File: config.mk
export PLATFORM = sky130hd
export DESIGN_NAME = bmsl_loader
export DESIGN_NICKNAME = d
export VERILOG_FILES = /design/src/hdl/bmsl_pkg.sv /design/src/hdl/bmsl_loader.sv
export VERILOG_INCLUDE_DIRS = /design/src /design/src/hdl
export SDC_FILE = /design/constraint.sdc
export NUM_CORES = 1
export LEC_CHECK = 0
export ABC_CLOCK_PERIOD_IN_PS = 2850
export BUFFER_PORTS_ARGS = -buffer_cell sky130_fd_sc_hd__buf_2
export CAP_MARGIN = 20
export CORE_UTILIZATION = 40
export CTS_CLUSTER_DIAMETER = 200
export DETAILED_ROUTE_END_ITERATION = 10
export GPL_TIMING_DRIVEN = 0
export HOLD_SLACK_MARGIN = 0.1
export PLACE_DENSITY = 0.62
export SETUP_SLACK_MARGIN = 0.3
export SLEW_MARGIN = 20
export SYNTH_ARGS = -nofsm -noshare
export SYNTH_HDL_FRONTEND = slang
export SYNTH_SLANG_ARGS = --single-unit
File: constraint.sdc
create_clock -name aclk -period 2.85 [get_ports aclk]
set_input_delay 0.1425 -clock aclk [delete_from_list [all_inputs] [get_ports aclk]]
set_output_delay 0.1425 -clock aclk [all_outputs]
set_load 0.05 [all_outputs]
File: src/hdl/bmsl_consts.svh
`ifndef BMSL_CONSTS_SVH
`define BMSL_CONSTS_SVH

// Serial stream length and boot clock divider
`define BMSL_STREAM_BITS   256
`define BMSL_CLK_DIVIDE    256
`define BMSL_LAST_BIT      9'h0FF
`define BMSL_SAMPLE_PHASE  8'h82

// Register byte offsets
`define BMSL_OFS_CTRL      12'h000
`define BMSL_OFS_STATUS    12'h004
`define BMSL_OFS_DIVS      12'h008
`define BMSL_OFS_CFG0      12'h010
`define BMSL_OFS_CFG7      12'h02C

// Control register fields
`define BMSL_CTRL_RELOAD   0
`define BMSL_CTRL_RPOWER   1

// Serial bit positions of the mode fields
`define BMSL_B_ORDER       0
`define BMSL_B_CHECK       1
`define BMSL_B_ENDIAN      2
`define BMSL_B_DSHARED     3
`define BMSL_B_NOL2        4
`define BMSL_B_LINE        9
`define BMSL_B_XMIT        11
`define BMSL_B_SYSDIV      15
`define BMSL_B_TIMER       19
`define BMSL_B_POTINV      20
`define BMSL_B_WRDEASS     21
`define BMSL_B_WRASSB      25
`define BMSL_B_WRASSA      27
`define BMSL_B_WRREC       29
`define BMSL_B_DISTIME     30
`define BMSL_B_RDCYC2      33
`define BMSL_B_RDCYC1      37
`define BMSL_B_KEEPLINE    41
`define BMSL_B_L2MASTER    42
`define BMSL_B_LPDIV       47

// AXI responses
`define BMSL_RESP_OKAY     2'h0
`define BMSL_RESP_SLVERR   2'h2

`endif

File: src/hdl/bmsl_pkg.sv
package bmsl_pkg;

    // Loader sequence
    typedef enum logic [1:0] {
        BMSL_IDLE,
        BMSL_LOAD,
        BMSL_DONE
    } bmsl_state_t;

endpackage

File: src/hdl/bmsl_loader.sv
`timescale 1ns/1ps
`include "bmsl_consts.svh"

// What this block does
// - boot serial clock is master clock over 256
// - supply good starts exactly 256 bit load
// - clock keeps running, data ignored after load
// - bit 0 picks block read ordering
// - bit 1 check mode, bit 2 endianness
// - bit 3 disables dirty shared transition
// - bit 4 set means no secondary cache
// - bits 9-10 give line size 4..32 words
// - bits 11-14 give transmit data pattern
// - bits 15-17 give system clock divisor
// - bit 19 turns timer interrupt general purpose
// - bit 20 suppresses potential invalidates
// - bits 21-24 write deassertion delay
// - bits 25-28 two write assertion delays
// - bit 29 write recovery zero or one
// - bits 30-32 secondary cache disable time
// - bits 33-40 two read cycle times
// - bit 41 keeps line valid after miss
// - bit 42 with master pin picks role
// - bits 47-49 reduced power clock divisor
// - clock driven out, data on own pin
module bmsl_loader (
    input  wire logic        aclk,
    input  wire logic        aresetn,
    input  wire logic        supply_good_in,
    input  wire logic        boot_serial_data_in,
    input  wire logic        interface_master_role,
    output logic             boot_serial_clk_out,
    output logic             config_done,
    output logic             block_read_ordering,
    output logic             check_bus_mode,
    output logic             byte_order_sel,
    output logic             dirty_shared_disable,
    output logic             no_secondary_cache,
    output logic [5:0]       l2_line_size,
    output logic [3:0]       transmit_data_pattern,
    output logic [3:0]       sys_clock_divisor,
    output logic             timer_irq_disable,
    output logic             potential_invalidate_disable,
    output logic [3:0]       l2_write_deassert_delay,
    output logic [1:0]       l2_write_assert_delay_b,
    output logic [1:0]       l2_write_assert_delay_a,
    output logic             l2_write_recovery,
    output logic [2:0]       l2_disable_time,
    output logic [3:0]       l2_read_cycle_time,
    output logic [3:0]       l2_read_cycle_time_a,
    output logic             keep_line_on_miss,
    output logic             complete_master,
    output logic             complete_listener,
    output logic [3:0]       pipeline_clk_divisor,
    input  wire logic [11:0] s_axi_awaddr,
    input  wire logic        s_axi_awvalid,
    output logic             s_axi_awready,
    input  wire logic [31:0] s_axi_wdata,
    input  wire logic [3:0]  s_axi_wstrb,
    input  wire logic        s_axi_wvalid,
    output logic             s_axi_wready,
    output logic [1:0]       s_axi_bresp,
    output logic             s_axi_bvalid,
    input  wire logic        s_axi_bready,
    input  wire logic [11:0] s_axi_araddr,
    input  wire logic        s_axi_arvalid,
    output logic             s_axi_arready,
    output logic [31:0]      s_axi_rdata,
    output logic [1:0]       s_axi_rresp,
    output logic             s_axi_rvalid,
    input  wire logic        s_axi_rready
);

    // All state of the block in one record
    typedef struct packed {
        bmsl_pkg::bmsl_state_t st;          // Loader sequence state
        logic [7:0]            div_cnt;     // Boot clock divider phase
        logic                  clk_out;     // Boot clock pin level
        logic [8:0]            bit_cnt;     // Bits taken so far
        logic [255:0]          cfg;         // Captured mode stream
        logic                  done;        // Stream complete
        logic                  sg_meta;     // Supply good, first stage
        logic                  sg_sync;     // Supply good, second stage
        logic                  sg_prev;     // For rising edge
        logic                  din_meta;    // Serial data, first stage
        logic                  din_sync;    // Serial data, second stage
        logic                  im_meta;     // Master pin, first stage
        logic                  im_sync;     // Master pin, second stage
        logic                  rpower;      // Reduced power flag
        logic [5:0]            line_words;  // Decoded line size
        logic [3:0]            sys_div;     // Decoded system divisor
        logic [3:0]            pipe_div;    // Effective pipeline divisor
        logic                  role_master; // Complete master
        logic                  role_listen; // Complete listener
        logic                  aw_pend;     // Write address held
        logic [11:0]           aw_addr;     // Held write address
        logic                  w_pend;      // Write data held
        logic [31:0]           w_data;      // Held write data
        logic [3:0]            w_strb;      // Held byte enables
        logic                  aw_rdy;      // Address channel ready
        logic                  w_rdy;       // Data channel ready
        logic                  bvalid;      // Write response valid
        logic [1:0]            bresp;       // Write response code
        logic                  ar_rdy;      // Read address ready
        logic                  rvalid;      // Read data valid
        logic [31:0]           rdata;       // Read data
        logic [1:0]            rresp;       // Read response code
    } bmsl_regs_t;

    bmsl_regs_t s_q;   // Registered state
    bmsl_regs_t s_d;   // Next state

    // Next state of everything
    always_comb begin
        logic        sg_rise;   // Supply good just came up
        logic        reload;    // Software restart request
        logic        rd_hit;    // Read address decodes
        logic        wr_hit;    // Write address decodes
        logic [2:0]  widx;      // Config word index for reads
        s_d     = s_q;
        sg_rise = 1'b0;
        reload  = 1'b0;
        rd_hit  = 1'b0;
        wr_hit  = 1'b0;
        widx    = 3'h0;

        // Pins cross into the clock domain through two flops
        s_d.sg_meta  = supply_good_in;
        s_d.sg_sync  = s_q.sg_meta;
        s_d.din_meta = boot_serial_data_in;
        s_d.din_sync = s_q.din_meta;
        s_d.im_meta  = interface_master_role;
        s_d.im_sync  = s_q.im_meta;
        s_d.sg_prev  = s_q.sg_sync;
        sg_rise      = s_q.sg_sync && !s_q.sg_prev;

        // Free running divider; the pin is high for the upper half
        s_d.div_cnt = s_q.div_cnt + 8'h01;
        s_d.clk_out = s_d.div_cnt[7];

        // Bus write: both halves held and no response pending
        if (s_q.aw_pend && s_q.w_pend && !s_q.bvalid) begin
            wr_hit     = (s_q.aw_addr[11:2] == `BMSL_OFS_CTRL >> 2);
            s_d.bvalid = 1'b1;
            s_d.bresp  = wr_hit ? `BMSL_RESP_OKAY : `BMSL_RESP_SLVERR;
            s_d.aw_pend = 1'b0;
            s_d.w_pend  = 1'b0;
            if (wr_hit && s_q.w_strb[0]) begin
                reload     = s_q.w_data[`BMSL_CTRL_RELOAD];
                s_d.rpower = s_q.w_data[`BMSL_CTRL_RPOWER];
            end
        end

        // Loader sequence
        case (s_q.st)
            bmsl_pkg::BMSL_IDLE: begin
                // Supply coming good starts the stream at once
                if (sg_rise || (reload && s_q.sg_sync)) begin
                    s_d.st      = bmsl_pkg::BMSL_LOAD;
                    s_d.bit_cnt = 9'h000;
                    s_d.div_cnt = 8'h00;
                    s_d.clk_out = 1'b0;
                    s_d.done    = 1'b0;
                end
            end
            bmsl_pkg::BMSL_LOAD: begin
                // One bit per period, lowest number first
                if (s_q.div_cnt == `BMSL_SAMPLE_PHASE) begin
                    s_d.cfg[s_q.bit_cnt[7:0]] = s_q.din_sync;
                    s_d.bit_cnt = s_q.bit_cnt + 9'h001;
                    if (s_q.bit_cnt == `BMSL_LAST_BIT) begin
                        s_d.st   = bmsl_pkg::BMSL_DONE;
                        s_d.done = 1'b1;
                    end
                end
            end
            bmsl_pkg::BMSL_DONE: begin
                // Data pin is no longer looked at; only a reload restarts
                if (reload && s_q.sg_sync) begin
                    s_d.st      = bmsl_pkg::BMSL_LOAD;
                    s_d.bit_cnt = 9'h000;
                    s_d.div_cnt = 8'h00;
                    s_d.clk_out = 1'b0;
                    s_d.done    = 1'b0;
                end
            end
            default: begin
                s_d.st = bmsl_pkg::BMSL_IDLE;
            end
        endcase

        // Losing the supply abandons the load; modes stay as captured
        if (!s_q.sg_sync) begin
            s_d.st   = bmsl_pkg::BMSL_IDLE;
            s_d.done = 1'b0;
        end

        // Line size doubles per code step from four words
        s_d.line_words = 6'h04 << s_q.cfg[`BMSL_B_LINE +: 2];

        // System clock divisor; reserved codes fall back to two
        case (s_q.cfg[`BMSL_B_SYSDIV +: 3])
            3'h0:    s_d.sys_div = 4'h2;
            3'h1:    s_d.sys_div = 4'h3;
            3'h2:    s_d.sys_div = 4'h4;
            3'h3:    s_d.sys_div = 4'h6;
            3'h4:    s_d.sys_div = 4'h8;
            default: s_d.sys_div = 4'h2;
        endcase

        // Reduced power divisor applies only while the flag is set
        if (!s_q.rpower) begin
            s_d.pipe_div = 4'h1;
        end else begin
            case (s_q.cfg[`BMSL_B_LPDIV +: 3])
                3'h0:    s_d.pipe_div = 4'h2;
                3'h1:    s_d.pipe_div = 4'h4;
                3'h2:    s_d.pipe_div = 4'h8;
                default: s_d.pipe_div = 4'h2;
            endcase
        end

        // Role comes from the stream bit together with the master pin
        s_d.role_master = !s_q.cfg[`BMSL_B_L2MASTER] && !s_q.im_sync;
        s_d.role_listen = s_q.cfg[`BMSL_B_L2MASTER] && s_q.im_sync;

        // Write response retires on bready
        if (s_q.bvalid && s_axi_bready) begin
            s_d.bvalid = 1'b0;
        end

        // Address and data are taken independently, in either order
        if (s_axi_awvalid && s_q.aw_rdy) begin
            s_d.aw_pend = 1'b1;
            s_d.aw_addr = s_axi_awaddr;
        end
        if (s_axi_wvalid && s_q.w_rdy) begin
            s_d.w_pend = 1'b1;
            s_d.w_data = s_axi_wdata;
            s_d.w_strb = s_axi_wstrb;
        end
        s_d.aw_rdy = !s_d.aw_pend && !s_d.bvalid;
        s_d.w_rdy  = !s_d.w_pend && !s_d.bvalid;

        // Read: answer on the edge after the address is taken
        if (s_q.rvalid && s_axi_rready) begin
            s_d.rvalid = 1'b0;
        end
        if (s_axi_arvalid && s_q.ar_rdy) begin
            rd_hit     = 1'b1;
            s_d.rvalid = 1'b1;
            s_d.rdata  = 32'h0000_0000;
            widx       = 3'(s_axi_araddr[4:2] - 3'h4);
            if (s_axi_araddr[11:2] == `BMSL_OFS_CTRL >> 2) begin
                s_d.rdata[`BMSL_CTRL_RPOWER] = s_q.rpower;
            end else if (s_axi_araddr[11:2] == `BMSL_OFS_STATUS >> 2) begin
                s_d.rdata = {20'h0_0000, s_q.im_sync, s_q.st == bmsl_pkg::BMSL_LOAD,
                             s_q.done, s_q.bit_cnt};
            end else if (s_axi_araddr[11:2] == `BMSL_OFS_DIVS >> 2) begin
                s_d.rdata = {18'h0_0000, s_q.line_words, s_q.sys_div, s_q.pipe_div};
            end else if (s_axi_araddr[11:2] >= `BMSL_OFS_CFG0 >> 2 &&
                         s_axi_araddr[11:2] <= `BMSL_OFS_CFG7 >> 2) begin
                s_d.rdata = s_q.cfg[{widx, 5'h00} +: 32];
            end else begin
                rd_hit = 1'b0;
            end
            s_d.rresp = rd_hit ? `BMSL_RESP_OKAY : `BMSL_RESP_SLVERR;
        end
        s_d.ar_rdy = !s_d.rvalid;
    end

    // One register for the whole record
    always_ff @(posedge aclk) begin
        if (!aresetn) begin
            s_q <= '0;
        end else begin
            s_q <= s_d;
        end
    end

    // Outputs straight from the record
    assign boot_serial_clk_out          = s_q.clk_out;
    assign config_done                  = s_q.done;
    assign block_read_ordering          = s_q.cfg[`BMSL_B_ORDER];
    assign check_bus_mode               = s_q.cfg[`BMSL_B_CHECK];
    assign byte_order_sel               = s_q.cfg[`BMSL_B_ENDIAN];
    assign dirty_shared_disable         = s_q.cfg[`BMSL_B_DSHARED];
    assign no_secondary_cache           = s_q.cfg[`BMSL_B_NOL2];
    assign l2_line_size                 = s_q.line_words;
    assign transmit_data_pattern        = s_q.cfg[`BMSL_B_XMIT +: 4];
    assign sys_clock_divisor            = s_q.sys_div;
    assign timer_irq_disable            = s_q.cfg[`BMSL_B_TIMER];
    assign potential_invalidate_disable = s_q.cfg[`BMSL_B_POTINV];
    assign l2_write_deassert_delay      = s_q.cfg[`BMSL_B_WRDEASS +: 4];
    assign l2_write_assert_delay_b      = s_q.cfg[`BMSL_B_WRASSB +: 2];
    assign l2_write_assert_delay_a      = s_q.cfg[`BMSL_B_WRASSA +: 2];
    assign l2_write_recovery            = s_q.cfg[`BMSL_B_WRREC];
    assign l2_disable_time              = s_q.cfg[`BMSL_B_DISTIME +: 3];
    assign l2_read_cycle_time           = s_q.cfg[`BMSL_B_RDCYC2 +: 4];
    assign l2_read_cycle_time_a         = s_q.cfg[`BMSL_B_RDCYC1 +: 4];
    assign keep_line_on_miss            = s_q.cfg[`BMSL_B_KEEPLINE];
    assign complete_master              = s_q.role_master;
    assign complete_listener            = s_q.role_listen;
    assign pipeline_clk_divisor         = s_q.pipe_div;
    assign s_axi_awready                = s_q.aw_rdy;
    assign s_axi_wready                 = s_q.w_rdy;
    assign s_axi_bvalid                 = s_q.bvalid;
    assign s_axi_bresp                  = s_q.bresp;
    assign s_axi_arready                = s_q.ar_rdy;
    assign s_axi_rvalid                 = s_q.rvalid;
    assign s_axi_rdata                  = s_q.rdata;
    assign s_axi_rresp                  = s_q.rresp;
endmodule

==> impl_summary.md <==
Global route
The total congestion overflow after global routing is 0. The wire length of the first global-routing pass is between 90,000 and 100,000 um. The overall fraction of global-route tracks in use is 30.77%. Entering global routing, the biggest net connects 13 pins. The via count of the first global-routing pass is 15,570. The initial antenna violation count came to 4.

Floorplan
The die is 208.0 um wide. The core area is 41,950 um2. The effective utilization at floorplan is 40.47%. The initialized floorplan defines 75 standard-cell rows.

~160 I/O pins were placed. Measured along the y axis, the die boundary spans 208.0 um. The area enclosed by the die boundary is 43,270 um2.

Power and ir drop
Of the total power, combinational logic draws 5.3%. Internal power comes to 8413 uW. The leakage power of the design is 0.007354 uW. The power per unit of standard cell area is 532.5 nW/um2. The switching power summed over all nets is 2604 uW. In this run, the clock network consumes 49.5% of the power. Across the VDD grid, the largest voltage drop is 0.3722 mV. Per report_power, the sequential group accounts for 45.1% of the total. Net switching is between 20% and 30% of the power.

CTS
The total clock buffers created by CTS is 41. The library cell used as clock root buffer is sky130_fd_sc_hd__clkbuf_16. The clock net in this run drives a total of about 350 sinks. The number of buffers on the longest clock path is 3. For the worst-skew pair, the clock arrives at the later sink with an insertion delay of about 590 ps. The H-tree was split into 2 levels. Clock-pin slew was measured on the worst setup and hold paths at 60 ps. The CTS tree is built.

STA
The count of final max-slew check failures is 0. The setup TNS after final layout is 0 ps. Setup repair after global routing could not meet its margin everywhere. The part of the cycle the worst path needs is 87.58%. The final setup violation count is 0. The worst slew margin relative to its limit is 19.82%. The final critical delay including setup and external delays is approximately 2500 ps. The total count of hold-check failures in the final report is 0. After layout, the worst setup slack is 353.8 ps.

The clock skew is 17.85 ps. The tightest hold margin is 111.3 ps. The actual transition at the worst max-transition pin is 1203 ps. The highest attainable clock frequency is between 0.4 and 0.5 GHz.

Worst setup path
STA classifies the critical path endpoint as a register. The worst path buffer plus inverter count is 4. Among all stages on the critical path, the largest delay is contributed by sky130_fd_sc_hd__or3_4. Across all register-to-register paths, the minimum setup slack is 350 ps. The startpoint type of the worst setup path is a register. Measured in cells, the most critical reg-to-reg path has a length of 10. Along the worst path, the maximum fanout reaches 9. For the worst setup path, the data arrival time is 3010 ps. The startpoint identified for the worst register-to-register timing path is s_q[382]. The type of the worst setup path is register to register. On the worst path, the slowest cell contributes a delay of between 400 and 500 ps. Data on the critical path is required at its endpoint by 3370 ps. The kind of cell with the highest combined delay along the critical path is simple AND/OR/NAND/NOR gates. The endpoint identified for the worst register-to-register timing path is s_q[340].

Walking the worst path, the cells encountered are inv_1, ha_1, or3b_2, buf_6, or3_4, nor3_4, buf_12, buf_4, nand3_1, a21boi_1.

Synth
The largest total area in the synthesized netlist belongs to sky130_fd_sc_hd__dfxtp_1. The combinational family with the most area after synthesis is compound AO/OA/AOI/OAI gates. After synthesis, the share of flip-flops with an asynchronous set or reset is 0%.

By area the synthesized netlist is led by sky130_fd_sc_hd__dfxtp_1 42%, sky130_fd_sc_hd__a21boi_0 9.9%, sky130_fd_sc_hd__o21ai_0 8.7%. The commonest register cell after synthesis is sky130_fd_sc_hd__dfxtp_1. The synthesized netlist devotes 0.8844% of its cell area to adder and majority cells. Summing the areas of all xor and xnor instances in the mapped netlist gives less than 1% of the synthesized area. In this run the cell area of the synthesized design comes to roughly 17,000 um2. Summing the areas of all compound-gate instances in the mapped netlist gives around a quarter of the synthesized area. The number of instances in the synthesized netlist is 1,859. The number of warnings issued by yosys is 0. In this run the biggest area consumer among cell types represents 41.51% of the synthesized area. The mean area per synthesized cell is 9.132 um2. The synthesized-area fraction occupied by and/or/nand/nor cells is 15.73%.

Yosys mapped a number of flops with a built-in enable equal to 0. The share of the Yosys chip area taken by registers is between 40% and 50%. In this run, synthesis produced a sequential element count of 352. The unique cell type count in the Yosys netlist is 58. In the synthesized netlist, mux cells make up between 10% and 20% of the area.

Status
The run finished with clean final reports.

Placed design
The congestion estimate from routability-driven global placement came to 0.9786. OpenSTA, run right after detailed placement, puts the worst setup slack at -505.4 ps. The detailed placement HPWL is 48,790 um. The number of I/O port buffers is 118.

Layout
In the layout the commonest cells are 349 x sky130_fd_sc_hd__dfxtp_1, 295 x sky130_fd_sc_hd__o21ai_0, 280 x sky130_fd_sc_hd__nand3_1, 205 x sky130_fd_sc_hd__a21boi_0, 127 x sky130_fd_sc_hd__buf_2. The number of nets in the finished design is between 2,000 and 2,500. The area growth from synthesis to layout is 21.86%. The diode insertion count for antenna repair is 0.

The post-route netlist has 21.98% of its cells at a drive strength greater than 1. The library cell used most frequently in the layout, excluding fill and tap cells, is sky130_fd_sc_hd__dfxtp_1. The count of filler cells inserted in the layout is 3,902.

Detailed routing
After detailed routing, the average wire length per cell comes to 25.40 um. The DRC violation total after the first TritonRoute iteration is 2,096. The final route contains between 15,000 and 20,000 vias.

The detail route stage leaves a number of antenna-violating nets equal to 0. After detailed routing, the number of remaining DRC violations is 0. After detailed routing, the total wire length is just under 70,000 um. After detailed routing, the number of vias per cell comes to 6.082. For this run, the detailed router's first-pass iteration total came to 6.

Worst hold path
The worst hold path startpoint is s_axi_araddr[7]. Counting instances, the worst hold path has a depth of 6. The destination of the worst hold path is s_axi_rdata[9].

The path category of the worst min-delay check is input port to register.

Run
The number of max-cap violations is 0.
-- worst reg2reg max path, delay by kind of cell (launching register included) --
family / cells / cell delay [ps]
DFF: 1 / 340
adders and majority gates: 1 / 140
buffers and inverters: 4 / 530
AOI/OAI and AO/OA: 1 / 180
and+or+nand+nor: 4 / 1260
-- stage by stage --
| step | cell area, um2 | instances | power [uW] | utilization [%] |
|---|---|---|---|---|
| floorplan | 16990 | 1862 | 5424 | - |
| global placement | 18250 | 2519 | 5605 | 43.51 |
| detailed placement | 18260 | 2519 | 5611 | 43.53 |
| CTS | 20430 | 2657 | 11010 | 48.71 |
| global route | 20690 | 2668 | 11250 | 49.32 |
| finish | 20690 | 2668 | 11020 | 49.32 |
-- sequential cells by signal (all words and copies together) (netlist names), 2 cells and up --
register	cells
l2_write_assert_delay_b	2
l2_write_assert_delay_a	2
s_axi_rdata	32
sys_clock_divisor	4
l2_line_size	4
l2_disable_time	3
s_d	4
transmit_data_pattern	4
l2_write_deassert_delay	4
l2_read_cycle_time_a	4
pipeline_clk_divisor	4
s_q	262
l2_read_cycle_time	4
-- power by group through the flow --
stage / clock, uW / combinational [uW] / sequential (uW)
after floorplan: 0 / 330 / 5090
after global placement: 0 / 527 / 5080
after detailed placement: 0 / 532 / 5080
after CTS: 5470 / 576 / 4970
after global routing: 5670 / 615 / 4970
final: 5460 / 588 / 4970
-- metal layers --
| metal | vias to the layer above | part of all wire (%) | track usage, % |
|---|---|---|---|
| li1 | 7162 | - | - |
| met2 | 972 | 44 | 46.60 |
| met4 | 0 | 6.5 | 18.39 |
| met1 | 7838 | 39 | 39.63 |
| met3 | 256 | 11 | 7.668 |
| met5 | - | 0 | 0 |
-- worst max-delay path by stage --
stage               startpoint                   to  slack [ps]  cells after the start
floorplan             s_q[389]  block_read_ordering         450                      7
detailed placement    s_q[382]             s_q[176]        -510                      9
global route          s_q[384]             s_q[320]         280                      8
finish                s_q[382]             s_q[340]         350                     10
global placement      s_q[382]             s_q[192]        -450                      9
CTS                   s_q[382]             s_q[295]         270                      9
-- cell type report --
cell class	instances	area [um2]	share of cell area (%)
Buffer	243	1391	6.726
Clock buffer	64	1275	6.163
Clock inverter	9	103.9	0.5020
Inverter	10	37.54	0.1814
Multi-Input combinational cell	1257	8830	42.68
Sequential cell	352	7051	34.08
Tap cell	539	674.4	3.260
Timing Repair Buffer	194	1325	6.405
-- what timing repair did --
item                       in CTS  in global routing
gates resized for setup        60                 96
setup endpoints to repair     270                240
hold buffers                   36                  0
cloned                          1                  2
pin swaps                      21                 15
buffers inserted               28                  9
hold endpoints to repair       28                  0
-- kinds of logic after synthesis --
family / Yosys count
buf+inv: 253
fa+ha+maj: 12
compound gates: 627
mux: 96
xor+xnor: 7
other cells: 1
simple gates: 511
flops: 352
-- Yosys cell counts (14+ instances only) --
cell / number
sky130_fd_sc_hd__nand3_1: 284
sky130_fd_sc_hd__nand2_1: 89
sky130_fd_sc_hd__a21boi_0: 224
sky130_fd_sc_hd__clkbuf_1: 143
sky130_fd_sc_hd__mux4_2: 64
sky130_fd_sc_hd__o21ai_0: 295
sky130_fd_sc_hd__a21boi_1: 54
sky130_fd_sc_hd__nor2_1: 36
sky130_fd_sc_hd__dfxtp_1: 352
sky130_fd_sc_hd__nand2b_1: 14
sky130_fd_sc_hd__buf_4: 84
sky130_fd_sc_hd__nor3_1: 15
sky130_fd_sc_hd__mux2i_1: 32
Power figures use the tool's default switching activity.
